### src/dsv_pkg.sv
// Shared constants and types for the drive status and velocity object block
package dsv_pkg;
  // ==========================================================================
  // Object indices and sub-indices
  localparam logic [15:0] IDX_CTRL = 16'h6040;
  localparam logic [15:0] IDX_STATUS = 16'h6041;
  localparam logic [15:0] IDX_SPEED_REF = 16'h6042;
  localparam logic [15:0] IDX_RAMPED = 16'h6043;
  localparam logic [15:0] IDX_MEASURED = 16'h6044;
  localparam logic [15:0] IDX_LIMITS = 16'h6046;
  localparam logic [15:0] IDX_MODE_SEL = 16'h6060;
  localparam logic [15:0] IDX_MODE_REP = 16'h6061;
  localparam logic [7:0] SUB_COUNT = 8'h00;
  localparam logic [7:0] SUB_MIN = 8'h01;
  localparam logic [7:0] SUB_MAX = 8'h02;
  localparam logic [31:0] LIMIT_COUNT = 32'h0000_0002;
  // ==========================================================================
  // Values and reset values
  localparam logic [7:0] MODE_VELOCITY = 8'h02;
  localparam logic [15:0] SPEED_REF_RST = 16'h0000;
  localparam logic [31:0] MIN_SPEED_RST = 32'h0000_0000;
  localparam logic [31:0] MAX_SPEED_RST = 32'h0000_0708;
  localparam logic [15:0] CTRL_RST = 16'h0000;
  // ==========================================================================
  // Statusword bit positions
  localparam int SW_VOLT = 4;
  localparam int SW_QSTOP = 5;
  localparam int SW_SOD = 6;
  localparam int SW_REMOTE = 9;
  localparam int SW_TARGET = 10;
  localparam logic [15:0] SW_STATE_MASK = 16'h006f;
  // Controlword bit positions
  localparam int CW_ACCEL_RAMP = 4;
  localparam int CW_RAMP = 6;
  localparam int CW_FAULT_RST = 7;
  localparam int CW_HALT = 8;
  localparam int CW_REMOTE_SEL = 11;
  // Internal network control word and internal status word bit positions
  localparam int NC_RAMP = 0;
  localparam int NC_ENABLE = 1;
  localparam int NC_REVERSE = 2;
  localparam int NC_REMOTE = 11;
  localparam int IS_REMOTE = 4;
  // ==========================================================================
  // Drive states
  typedef enum logic [2:0] {
    DSV_NOT_READY = 3'b000,
    DSV_SW_ON_DIS = 3'b001,
    DSV_READY = 3'b010,
    DSV_SWITCHED_ON = 3'b011,
    DSV_OP_ENABLED = 3'b100,
    DSV_QSTOP = 3'b101,
    DSV_FAULT_REACT = 3'b110,
    DSV_FAULT = 3'b111
  } dsv_state_t;
  // ==========================================================================
  // Master register map (APB byte offsets)
  localparam logic [7:0] REG_CMD = 8'h00;
  localparam logic [7:0] REG_ADDR = 8'h04;
  localparam logic [7:0] REG_WDATA = 8'h08;
  localparam logic [7:0] REG_RDATA = 8'h0c;
  localparam logic [7:0] REG_STATUS = 8'h10;
  localparam logic [7:0] REG_SWORD = 8'h14;
endpackage

### src/dsv_link_if.sv
// Object access link between network master and drive object logic
`timescale 1ns/1ps
`default_nettype none
interface dsv_link_if;
  logic req;
  logic wr;
  logic [15:0] index;
  logic [7:0] subidx;
  logic [31:0] wdata;
  logic ack;
  logic err;
  logic [31:0] rdata;
  modport master (output req, output wr, output index, output subidx, output wdata,
                  input ack, input err, input rdata);
  modport device (input req, input wr, input index, input subidx, input wdata,
                  output ack, output err, output rdata);
endinterface
`default_nettype wire

### src/dsv_device.sv
// Drive object dictionary end: statusword, mode objects and velocity objects
//
// Added by the designer: the APB slave port.
`timescale 1ns/1ps
`default_nettype none
// Notes on behaviour
// Init 0000 bit6 clear; waiting 0000 bit6 set
// Bit5 set: 0001, 0011, 0111 power states
// Quick stop: 0111, bits 5,6 clear
// Fault reaction 1111; fault 1000; bit6 clear
// Only bits 0-3,5,6 encode drive state
// Bit 4 set while power section fed
// Warning and internal limit bits carry nothing
// Bit 9 mirrors internal status remote bit
// Bit 10: at reference, quick stop or halt
// Bits 8, 12-15 reserved, read zero
// Statusword read-only 16 bits; no writes
// Mode select signed 8-bit; only 2 valid
// Mode report shows active mode, same code
// Ramp enable: bit6 set, halt clear
// Master sets controlword bit 4 for ramp
// Speed reference signed 16-bit rw, reset 0
// Negative reference sets reverse direction bit
// Ramped reference read-only signed 16-bit
// Measured speed; equals ramped without feedback
// Speed limits positive only, both directions
// Limit array: count 2, min, max
// Controlword bit7 rising edge resets fault
// Unsupported mode write refused, mode kept
module dsv_device (
  input wire logic pclk,
  input wire logic presetn,
  dsv_link_if.device link,
  input wire dsv_pkg::dsv_state_t drive_state,
  input wire logic power_fed,
  input wire logic [15:0] internal_status_word_param,
  input wire logic at_reference,
  input wire logic feedback_present,
  input wire logic [15:0] ramped_speed,
  input wire logic [15:0] motor_speed_param,
  output logic [15:0] network_control_word_param,
  output logic [15:0] network_speed_ref_param,
  output logic [31:0] min_speed_param,
  output logic [31:0] max_speed_param,
  output logic [7:0] active_mode,
  output logic fault_reset
);
  // ==========================================================================
  // Stored objects
  logic [15:0] ctrl_ff;
  logic [15:0] speed_ref_ff;
  logic [31:0] min_ff;
  logic [31:0] max_ff;
  logic [7:0] mode_ff;
  logic [15:0] status_ff;
  logic [15:0] nxt_status;
  logic ack_ff;
  logic err_ff;
  logic [31:0] rdata_ff;
  logic fault_reset_ff;
  logic take;
  logic wr_ok;
  logic [31:0] rd_val;
  logic rd_ok;

  assign take = link.req && !ack_ff;

  // ==========================================================================
  // Statusword assembly
  always_comb begin
    nxt_status = 16'h0000;
    case (drive_state)
      dsv_pkg::DSV_NOT_READY: nxt_status[3:0] = 4'h0;
      dsv_pkg::DSV_SW_ON_DIS: begin
        nxt_status[3:0] = 4'h0;
        nxt_status[dsv_pkg::SW_SOD] = 1'b1;
      end
      dsv_pkg::DSV_READY: begin
        nxt_status[3:0] = 4'h1;
        nxt_status[dsv_pkg::SW_QSTOP] = 1'b1;
      end
      dsv_pkg::DSV_SWITCHED_ON: begin
        nxt_status[3:0] = 4'h3;
        nxt_status[dsv_pkg::SW_QSTOP] = 1'b1;
      end
      dsv_pkg::DSV_OP_ENABLED: begin
        nxt_status[3:0] = 4'h7;
        nxt_status[dsv_pkg::SW_QSTOP] = 1'b1;
      end
      dsv_pkg::DSV_QSTOP: nxt_status[3:0] = 4'h7;
      dsv_pkg::DSV_FAULT_REACT: nxt_status[3:0] = 4'hf;
      dsv_pkg::DSV_FAULT: nxt_status[3:0] = 4'h8;
      default: nxt_status[3:0] = 4'h0;
    endcase
    nxt_status[dsv_pkg::SW_VOLT] = power_fed;
    nxt_status[dsv_pkg::SW_REMOTE] = internal_status_word_param[dsv_pkg::IS_REMOTE];
    nxt_status[dsv_pkg::SW_TARGET] = at_reference || (drive_state == dsv_pkg::DSV_QSTOP)
                                     || ctrl_ff[dsv_pkg::CW_HALT];
    // Warning, internal limit and reserved bits stay zero, see see
  end

  always_ff @(posedge pclk or negedge presetn) begin
    if (!presetn) begin
      status_ff <= 16'h0000;
    end else begin
      status_ff <= nxt_status;
    end
  end

  // ==========================================================================
  // Write acceptance
  always_comb begin
    wr_ok = 1'b0;
    case (link.index)
      dsv_pkg::IDX_CTRL: wr_ok = 1'b1;
      dsv_pkg::IDX_SPEED_REF: wr_ok = 1'b1;
      dsv_pkg::IDX_MODE_SEL: wr_ok = (link.wdata[7:0] == dsv_pkg::MODE_VELOCITY); // see
      dsv_pkg::IDX_LIMITS: wr_ok = ((link.subidx == dsv_pkg::SUB_MIN) || (link.subidx == dsv_pkg::SUB_MAX))
                                   && !link.wdata[31]; // see
      default: wr_ok = 1'b0;
    endcase
  end

  // Read multiplexer
  always_comb begin
    rd_val = 32'h0000_0000;
    rd_ok = 1'b1;
    case (link.index)
      dsv_pkg::IDX_CTRL: rd_val = {16'h0000, ctrl_ff};
      dsv_pkg::IDX_STATUS: rd_val = {16'h0000, status_ff};
      dsv_pkg::IDX_SPEED_REF: rd_val = {{16{speed_ref_ff[15]}}, speed_ref_ff};
      dsv_pkg::IDX_RAMPED: rd_val = {{16{ramped_speed[15]}}, ramped_speed};
      dsv_pkg::IDX_MEASURED: begin
        if (feedback_present) begin
          rd_val = {{16{motor_speed_param[15]}}, motor_speed_param};
        end else begin
          rd_val = {{16{ramped_speed[15]}}, ramped_speed};
        end
      end
      dsv_pkg::IDX_LIMITS: begin
        case (link.subidx)
          dsv_pkg::SUB_COUNT: rd_val = dsv_pkg::LIMIT_COUNT;
          dsv_pkg::SUB_MIN: rd_val = min_ff;
          dsv_pkg::SUB_MAX: rd_val = max_ff;
          default: rd_ok = 1'b0;
        endcase
      end
      dsv_pkg::IDX_MODE_SEL: rd_val = {{24{mode_ff[7]}}, mode_ff};
      dsv_pkg::IDX_MODE_REP: rd_val = {{24{mode_ff[7]}}, mode_ff};
      default: rd_ok = 1'b0;
    endcase
  end

  // ==========================================================================
  // Link answer: one cycle after the request is seen
  always_ff @(posedge pclk or negedge presetn) begin
    if (!presetn) begin
      ack_ff <= 1'b0;
      err_ff <= 1'b0;
      rdata_ff <= 32'h0000_0000;
    end else begin
      ack_ff <= take;
      if (take) begin
        err_ff <= link.wr ? !wr_ok : !rd_ok;
        rdata_ff <= link.wr ? 32'h0000_0000 : rd_val;
      end
    end
  end

  // Object stores
  always_ff @(posedge pclk or negedge presetn) begin
    if (!presetn) begin
      ctrl_ff <= dsv_pkg::CTRL_RST;
      speed_ref_ff <= dsv_pkg::SPEED_REF_RST;
      min_ff <= dsv_pkg::MIN_SPEED_RST;
      max_ff <= dsv_pkg::MAX_SPEED_RST;
      mode_ff <= dsv_pkg::MODE_VELOCITY;
    end else if (take && link.wr && wr_ok) begin
      case (link.index)
        dsv_pkg::IDX_CTRL: ctrl_ff <= link.wdata[15:0];
        dsv_pkg::IDX_SPEED_REF: speed_ref_ff <= link.wdata[15:0];
        dsv_pkg::IDX_MODE_SEL: mode_ff <= link.wdata[7:0];
        dsv_pkg::IDX_LIMITS: begin
          if (link.subidx == dsv_pkg::SUB_MIN) begin
            min_ff <= link.wdata;
          end else begin
            max_ff <= link.wdata;
          end
        end
        default: ctrl_ff <= ctrl_ff;
      endcase
    end
  end

  // Fault reset on rising controlword bit 7
  always_ff @(posedge pclk or negedge presetn) begin
    if (!presetn) begin
      fault_reset_ff <= 1'b0;
    end else begin
      fault_reset_ff <= take && link.wr && (link.index == dsv_pkg::IDX_CTRL)
                        && link.wdata[dsv_pkg::CW_FAULT_RST] && !ctrl_ff[dsv_pkg::CW_FAULT_RST];
    end
  end

  // ==========================================================================
  // Internal control outputs
  always_comb begin
    network_control_word_param = 16'h0000;
    network_control_word_param[dsv_pkg::NC_RAMP] = ctrl_ff[dsv_pkg::CW_RAMP]
                                                   && !ctrl_ff[dsv_pkg::CW_HALT];
    network_control_word_param[dsv_pkg::NC_ENABLE] = (drive_state == dsv_pkg::DSV_OP_ENABLED)
                                                     || (drive_state == dsv_pkg::DSV_QSTOP);
    network_control_word_param[dsv_pkg::NC_REVERSE] = speed_ref_ff[15];
    network_control_word_param[dsv_pkg::NC_REMOTE] = ctrl_ff[dsv_pkg::CW_REMOTE_SEL];
  end

  assign network_speed_ref_param = speed_ref_ff[15] ? 16'(-speed_ref_ff) : speed_ref_ff;
  assign min_speed_param = min_ff;
  assign max_speed_param = max_ff;
  assign active_mode = mode_ff;
  assign fault_reset = fault_reset_ff;
  assign link.ack = ack_ff;
  assign link.err = err_ff;
  assign link.rdata = rdata_ff;
endmodule
`default_nettype wire

### src/flat_wrapper.sv
// flat-port wrapper written by rule: the top's interface ports become plain ports
module dsv_device_flat 
  (pclk, presetn, drive_state, power_fed, internal_status_word_param, at_reference, feedback_present, ramped_speed, motor_speed_param, network_control_word_param, network_speed_ref_param, min_speed_param, max_speed_param, active_mode, fault_reset, link_req, link_wr, link_index, link_subidx, link_wdata, link_ack, link_err, link_rdata);
  dsv_link_if link_i ();
  input wire logic pclk;
  input wire logic presetn;
  input wire dsv_pkg::dsv_state_t drive_state;
  input wire logic power_fed;
  input wire logic [15:0] internal_status_word_param;
  input wire logic at_reference;
  input wire logic feedback_present;
  input wire logic [15:0] ramped_speed;
  input wire logic [15:0] motor_speed_param;
  output logic [15:0] network_control_word_param;
  output logic [15:0] network_speed_ref_param;
  output logic [31:0] min_speed_param;
  output logic [31:0] max_speed_param;
  output logic [7:0] active_mode;
  output logic fault_reset;
  input wire logic [$bits(link_i.req)-1:0] link_req;
  input wire logic [$bits(link_i.wr)-1:0] link_wr;
  input wire logic [$bits(link_i.index)-1:0] link_index;
  input wire logic [$bits(link_i.subidx)-1:0] link_subidx;
  input wire logic [$bits(link_i.wdata)-1:0] link_wdata;
  output wire logic [$bits(link_i.ack)-1:0] link_ack;
  output wire logic [$bits(link_i.err)-1:0] link_err;
  output wire logic [$bits(link_i.rdata)-1:0] link_rdata;
  assign link_i.req = link_req;
  assign link_i.wr = link_wr;
  assign link_i.index = link_index;
  assign link_i.subidx = link_subidx;
  assign link_i.wdata = link_wdata;
  assign link_ack = link_i.ack;
  assign link_err = link_i.err;
  assign link_rdata = link_i.rdata;
  dsv_device u_core (.pclk(pclk), .presetn(presetn), .link(link_i), .drive_state(drive_state), .power_fed(power_fed), .internal_status_word_param(internal_status_word_param), .at_reference(at_reference), .feedback_present(feedback_present), .ramped_speed(ramped_speed), .motor_speed_param(motor_speed_param), .network_control_word_param(network_control_word_param), .network_speed_ref_param(network_speed_ref_param), .min_speed_param(min_speed_param), .max_speed_param(max_speed_param), .active_mode(active_mode), .fault_reset(fault_reset));
endmodule
### config.mk
export PLATFORM = sky130hd
export DESIGN_NAME = dsv_device_flat
export DESIGN_NICKNAME = d
export VERILOG_FILES = /design/src/dsv_pkg.sv /design/src/dsv_link_if.sv /design/src/dsv_device.sv /design/src/flat_wrapper.sv
export SDC_FILE = /design/constraint.sdc
export NUM_CORES = 1
export LEC_CHECK = 0
export BUFFER_PORTS_ARGS = -buffer_cell sky130_fd_sc_hd__buf_2
export CAP_MARGIN = 20
export CORE_MARGIN = 2
export CORE_UTILIZATION = 30
export CTS_CLUSTER_SIZE = 25
export DETAILED_ROUTE_END_ITERATION = 8
export MAX_ROUTING_LAYER = met4
export PLACE_DENSITY = 0.65
export SETUP_SLACK_MARGIN = 0.4
export SYNTH_ARGS = -nofsm -noshare
export SYNTH_HDL_FRONTEND = slang
export SYNTH_SLANG_ARGS = --single-unit
### constraint.sdc
create_clock -name pclk -period 2.4 [get_ports pclk]
set_clock_uncertainty 0.05 [all_clocks]
set_input_delay 0.36 -clock pclk [delete_from_list [all_inputs] [get_ports pclk]]
set_output_delay 0.36 -clock pclk [all_outputs]
set_load 0.05 [all_outputs]
==> results_dict.tcl, run 1 <==
set metrics [dict create \
    grt_max_degree 59 \
    max-cap-violations 0 \
    cp_max_fo 2 \
    nets 1079 \
    first_pass_iters 7 \
    root_buffer "clkbuf_16" \
    grt_setup_unrepaired "true" \
    worstMarginPinSlew_ns 0.546 \
    overflow 0 \
    avgSynthCellArea_um2 11.5 \
    cp-start-kind "register" \
    grt_antenna_before_repair 0 \
    power.density_nw_per_um2 530 \
    wl_per_cell_um 20.5 \
    post-route-drc-count 0 \
    clock-sinks 148 \
    violations "setup timing" \
    yosys_warnings 0 \
    vdd_drop_max_mv 0.460 \
    die_area_um2 25800 \
    mostFrequentLayoutCells "205 x buf_2, 140 x dfrtp_1, 79 x buf_4" \
    grt_pass1_vias 6811 \
    grt_pass1_wl_um 40100 \
    stdcell_count 1301 \
    cts_buffer_depth 2 \
    fin_tns_setup_ns -17.58 \
    die_y_um 161 \
    async_reset_ff_share_pct 100 \
    drt-initial-drc-count 461 \
    start_util_pct 30.4 \
    place.gp.congestion 0.921 \
    io_pins 253 \
    dp.cells 1241 \
    fin_crit_sh_pct 114 \
    fp.dieW_um 161 \
    worstPathArrival_ns 2.31 \
    core_region_area_um2 24200 \
    fp-row-count 57 \
    dp_slack_ns -0.785 \
    diodes 0 \
    max_freq_ghz 0.367 \
    ys_ff_latch 148 \
    layout_commonest_cell "buf_2" \
    slew_headroom_pct 63.1 \
    seq_area_frac_synth_pct 50.4 \
    postLayoutCellArea_um2 11700 \
    drtAntennaViolNets 0 \
    synthCells 637 \
    path_class "reg -> out" \
    num_vias 6652 \
    worstSetupEndpointType "output port" \
    numCtsBuffers 17 \
    hp-class "in -> reg" \
    hold_violations 0 \
    slew_viol_final 0 \
    whs_ns 0.106 \
    area_growth_pct 58.6 \
    required_ns 1.99 \
    synthFlopType "dfrtp_1" \
    rrSetupSlack_ns 0.23 \
    status "complete, but fails checks" \
    cts_tree "built" \
    dp.final_hpwl_um 19300 \
    clk_pin_slew_ns 0.06 \
    worst_slack_ns -0.324 \
    placedInstanceArea_um2 9900 \
    port_buffers 225 \
    postRouteWirelength_um 26700 \
    fin_crit_ns 2.72 \
    setup_violations 72 \
    syn_area_um2 7350 \
    clkLatencyLatePin_ns 0.42 \
    ctsHtreeMaxLevel 4 \
    ys_types 66 \
    power.leakage_uw 0.00592 \
    grtUsageTotal_pct 21.1 \
    via_per_inst 5.11 \
    synth_edf_count 0 \
    drive_gt1_share_pct 57.5 \
]
[synth_stat cells (8+ instances only)]
master    count  area share, %
a21o_1        8           0.82
a21oi_1      22            1.5
a22o_1       27            3.2
a22oi_1      25            2.6
and2_1       13            1.1
buf_4        15            1.5
clkbuf_1     34            1.7
dfrtp_1     143             49
inv_1         9           0.46
mux2_1       31            4.7
mux2_2       75             11
nand2_1      47            2.4
nand3_1      17            1.2
nand4_1      15            1.3
nor2_1       13           0.66
nor2b_1       8           0.68
xnor2_1      14            1.7
[area by class of cell]
type | count | area (um^2)
repair buffers | 353 | 2610
well taps | 324 | 405
clock buffers | 23 | 468
inverters | 9 | 33.8
fillers | 2210 | 12500
flip-flops and latches | 148 | 3710
multi-input cells | 435 | 4210
clock inverters | 9 | 226
[flip-flops by register name, summed over array words and instances (netlist names)]
register / count
u_core.active_mode: 8
u_core.link.ack: 1
u_core.max_speed_param: 32
u_core.speed_ref_ff: 16
u_core.link.rdata: 32
u_core.fault_reset: 1
u_core.ctrl_ff: 16
u_core.status_ff: 9
u_core.link.err: 1
u_core.min_speed_param: 32
[cell families (layout without fill, tap and decap cells)]
| kind of cell | after synthesis | in the layout | share of synthesized area, % |
|---|---|---|---|
| AND/OR/NAND/NOR | 168 | 168 | 12.9 |
| flip-flops | 148 | 148 | 50.4 |
| AO/OA/AOI/OAI | 134 | 134 | 14.1 |
| multiplexers | 106 | 106 | 16.2 |
| buffers and inverters | 65 | 394 | 4.44 |
| XOR/XNOR | 14 | 14 | 1.67 |
| adder cells (fa/ha/maj) | 1 | 1 | 0.170 |
| other | 1 | 12 | 0.0510 |
[worst max-delay path, stage by stage (launching register included)]
cell and delay, ns:
dfrtp_1 0.38, or4_4 0.53, or4_4 0.47, o21ai_4 0.20, xnor2_4 0.14, buf_6 0.18
[final timing paths]
| path | depth (start not counted) | from | end |
|---|---|---|---|
| max | 5 | u_core.speed_ref_ff[10] | network_speed_ref_param[14] |
| min reg2reg | 1 | u_core.link.err | u_core.link.err |
| min in group asynchronous | 2 | presetn | u_core.min_speed_param[16] |
| max in group asynchronous | 3 | presetn | u_core.max_speed_param[3] |
| min | 2 | at_reference | u_core.status_ff[10] |
| max reg2reg | 8 | u_core.link.ack | u_core.min_speed_param[15] |
[timing repair]
action | CTS | global route
endpoints found under the hold margin | 48 | 0
gates resized for setup | 141 | 44
pin swaps | 16 | 15
hold buffers | 3 | 0
setup endpoints to repair | 129 | 133
setup buffers | 9 | 10
gates cloned | 4 | 2
[power breakdown]
| group | total (uW) | internal, uW | switching, uW | leakage [uW] |
|---|---|---|---|---|
| Clock | 3170 | 2110 | 1050 | 0.000332 |
| Sequential | 2520 | 2510 | 8.48 | 0.00202 |
| Combinational | 498 | 172 | 325 | 0.00357 |
[stage by stage]
stage | power, uW | util [%]
after floorplan | 2760 | -
after global placement | 3030 | 40.9
after detailed placement | 3030 | 40.9
after CTS | 6210 | 46.9
after global routing | 6370 | 48.2
final | 6190 | 48.2
[metal layers]
layer	wire, um	vias up	track usage [%]
li1	-	3023	-
met1	11300	3344	25.6
met2	13100	246	34.6
met3	1630	39	5.50
met4	577	0	6.10
met5	0	-	-
Power figures use the tool's default switching activity.
==> run 2: changes to the inputs <==
--- a/config.mk
+++ b/config.mk
@@ -8,11 +8,11 @@
 export BUFFER_PORTS_ARGS = -buffer_cell sky130_fd_sc_hd__buf_2
 export CAP_MARGIN = 20
 export CORE_MARGIN = 2
-export CORE_UTILIZATION = 30
+export CORE_UTILIZATION = 40
 export CTS_CLUSTER_SIZE = 25
 export DETAILED_ROUTE_END_ITERATION = 8
 export MAX_ROUTING_LAYER = met4
-export PLACE_DENSITY = 0.65
+export PLACE_DENSITY = 0.8
 export SETUP_SLACK_MARGIN = 0.4
 export SYNTH_ARGS = -nofsm -noshare
 export SYNTH_HDL_FRONTEND = slang
==> run 2 against run 1 <==
Compared with the run above: the run still ends with setup timing left; final cell count fell by 7.9%; final area fell by 4.1%; non-clock buffer count fell by 8; routed wire length fell by 5.5%; clock-buffer cell count fell by 4; critical endpoint unchanged; highest routed layer unchanged.
==> results_dict.tcl, run 2 (same netlist as run 1, synthesis figures left out) <==
set metrics [dict create \
    status "complete, but fails checks" \
    layout_commonest_cell "buf_2" \
    root_buffer "clkbuf_16" \
    grt_setup_unrepaired "true" \
    crit_top_cell "or4_4" \
    via_per_inst 5.68 \
    slowest_stage "or4_4" \
    drtAntennaViolNets 0 \
    cts_tree "built" \
    fin_crit_ns 2.72 \
    max-cap-violations 0 \
    cp_slowest_stage_delay_ns 0.53 \
    multi_input_area_um2 4120 \
    pwr-share-seq_pct 44.9 \
    max_freq_ghz 0.368 \
    area_growth_pct 52.1 \
    clock-sinks 148 \
    hold_violations 0 \
    first_pass_iters 9 \
    fp.dieW_um 140 \
    whs_ns 0.122 \
    worstMarginPinSlew_ns 0.590 \
    ctsHtreeMaxLevel 4 \
    fin_crit_sh_pct 113 \
    port_buffers 225 \
    grt_antenna_before_repair 0 \
    path_class "reg -> out" \
    mostFrequentLayoutCells "205 x buf_2, 141 x dfrtp_1, 80 x buf_4" \
    cp_max_fo 2 \
    numCtsBuffers 17 \
    worst_slack_ns -0.316 \
    slew_headroom_pct 60.7 \
    n_fill_cell 1419 \
    vdd_drop_max_mv 0.375 \
    diodes 0 \
    power.switching_uw 1370 \
    postRouteWirelength_um 25200 \
    p_int_uw 4240 \
    wl_per_cell_um 21.0 \
    cp-start-kind "register" \
    grtUsageTotal_pct 26.2 \
    path_cells "or4_4, or4_4, o21ai_4, xnor2_4, buf_6" \
    critical-path-top-delay-family "simple AND/OR/NAND/NOR gates" \
    power.density_nw_per_um2 502 \
    switching_share_pct 24.5 \
    placedInstanceArea_um2 9660 \
    pwr-share-comb_pct 8.8 \
    place.gp.congestion 0.915 \
    dp_slack_ns -0.710 \
    nets 1071 \
    grt_max_degree 62 \
    die_y_um 140 \
    path_buf_inv 1 \
    post-route-drc-count 0 \
    postLayoutCellArea_um2 11200 \
    overflow 0 \
    violations "setup timing" \
    grt_pass1_wl_um 38400 \
    dp.cells 1134 \
    stdcell_count 1198 \
    clk_pin_slew_ns 0.06 \
    io_pins 253 \
    dp.final_hpwl_um 17500 \
    drive_gt1_share_pct 54.3 \
    power.leakage_uw 0.00582 \
    die_area_um2 19500 \
    required_ns 1.99 \
    grt_pass1_vias 7016 \
    core_region_area_um2 18000 \
    final_util_pct 62.1 \
    num_vias 6799 \
    clkPwrFrac_pct 46.3 \
    drt-initial-drc-count 503 \
    regArea_um2 3710 \
    fp-row-count 49 \
    worstPathArrival_ns 2.31 \
    worstSetupEndpointType "output port" \
    hp-class "in -> reg" \
    clkLatencyLatePin_ns 0.42 \
    start_util_pct 40.8 \
    setup_violations 73 \
    slew_viol_final 0 \
    cts_buffer_depth 2 \
]
run 2: changes by cell type in the layout (fill, tap and decap cells not counted), moves of 3 or more:
cell / before / now
buf_12: 16 / 9
buf_16: 2 / 5
buf_6: 43 / 40
bufinv_16: 7 / 2
clkbuf_1: 4 / 1
clkbuf_16: 20 / 17
clkinv_2: 0 / 5
clkinv_4: 1 / 4
mux2_1: 0 / 29
mux2_4: 78 / 47
run 2: worst paths after layout:
| kind | from | endpoint | slack, ns | cells past startpoint |
|---|---|---|---|---|
| worst min register to register | u_core.ctrl_ff[12] | u_core.ctrl_ff[12] | 0.46 | 1 |
| worst max-delay path | u_core.speed_ref_ff[10] | network_speed_ref_param[14] | -0.32 | 5 |
| worst min-delay path | link_wdata[17] | u_core.min_speed_param[17] | 0.12 | 2 |
| worst max register to register | u_core.link.ack | u_core.max_speed_param[29] | 0.28 | 9 |
| min in group asynchronous | presetn | u_core.link.rdata[17] | 0.44 | 2 |
| max in group asynchronous | presetn | u_core.max_speed_param[3] | 1.14 | 3 |
run 2: what timing repair did:
item | 4_1_cts | 5_1_grt
setup endpoints to repair | 104 | 150
resized for setup | 108 | 39
gates cloned | 5 | 0
setup buffers | 17 | 7
pin swaps | 11 | 14
endpoints found under the hold margin | 58 | 0
hold buffers | 3 | 0
run 2: power by group through the flow:
stage / registers (uW) / clock network, uW / logic, uW
6_report: 2520 / 2600 / 493
5_1_grt: 2520 / 2750 / 522
4_1_cts: 2520 / 2630 / 469
3_5_place_dp: 2570 / 0 / 449
3_3_place_gp: 2570 / 0 / 444
2_1_floorplan: 2590 / 0 / 173
run 2: stage by stage:
stage	total power [uW]	setup TNS, ns
after floorplan	2760	-41.37
after global placement	3010	-46.55
after detailed placement	3010	-48.17
after CTS	5620	-13.06
after global routing	5790	-17.30
final	5610	-14.94
run 2: final cells by class:
type	count	share of cell area [%]
sequential	148	33.2
multi-input combinational	435	36.8
tap	229	2.56
inverter	9	0.302
clock buffer	19	3.96
clock inverter	13	1.21
timing repair buffer	345	22.0
run 2: per-layer routing:
metal,track usage (%),vias to the layer above,share of wire [%]
li1,-,3018,-
met1,31.6,3360,39
met2,42.9,362,49
met3,7.05,59,8.6
met4,8.89,0,3.1
met5,-,-,0
run 2: worst register-to-register path: stages, from the launching register on:
cell,delay [ns]
dfrtp_2,0.40
nand2b_1,0.15
nor2_1,0.16
buf_4,0.21
nand4_1,0.15
a21oi_4,0.18
buf_6,0.16
buf_6,0.12
buf_16,0.13
mux2_4,0.31
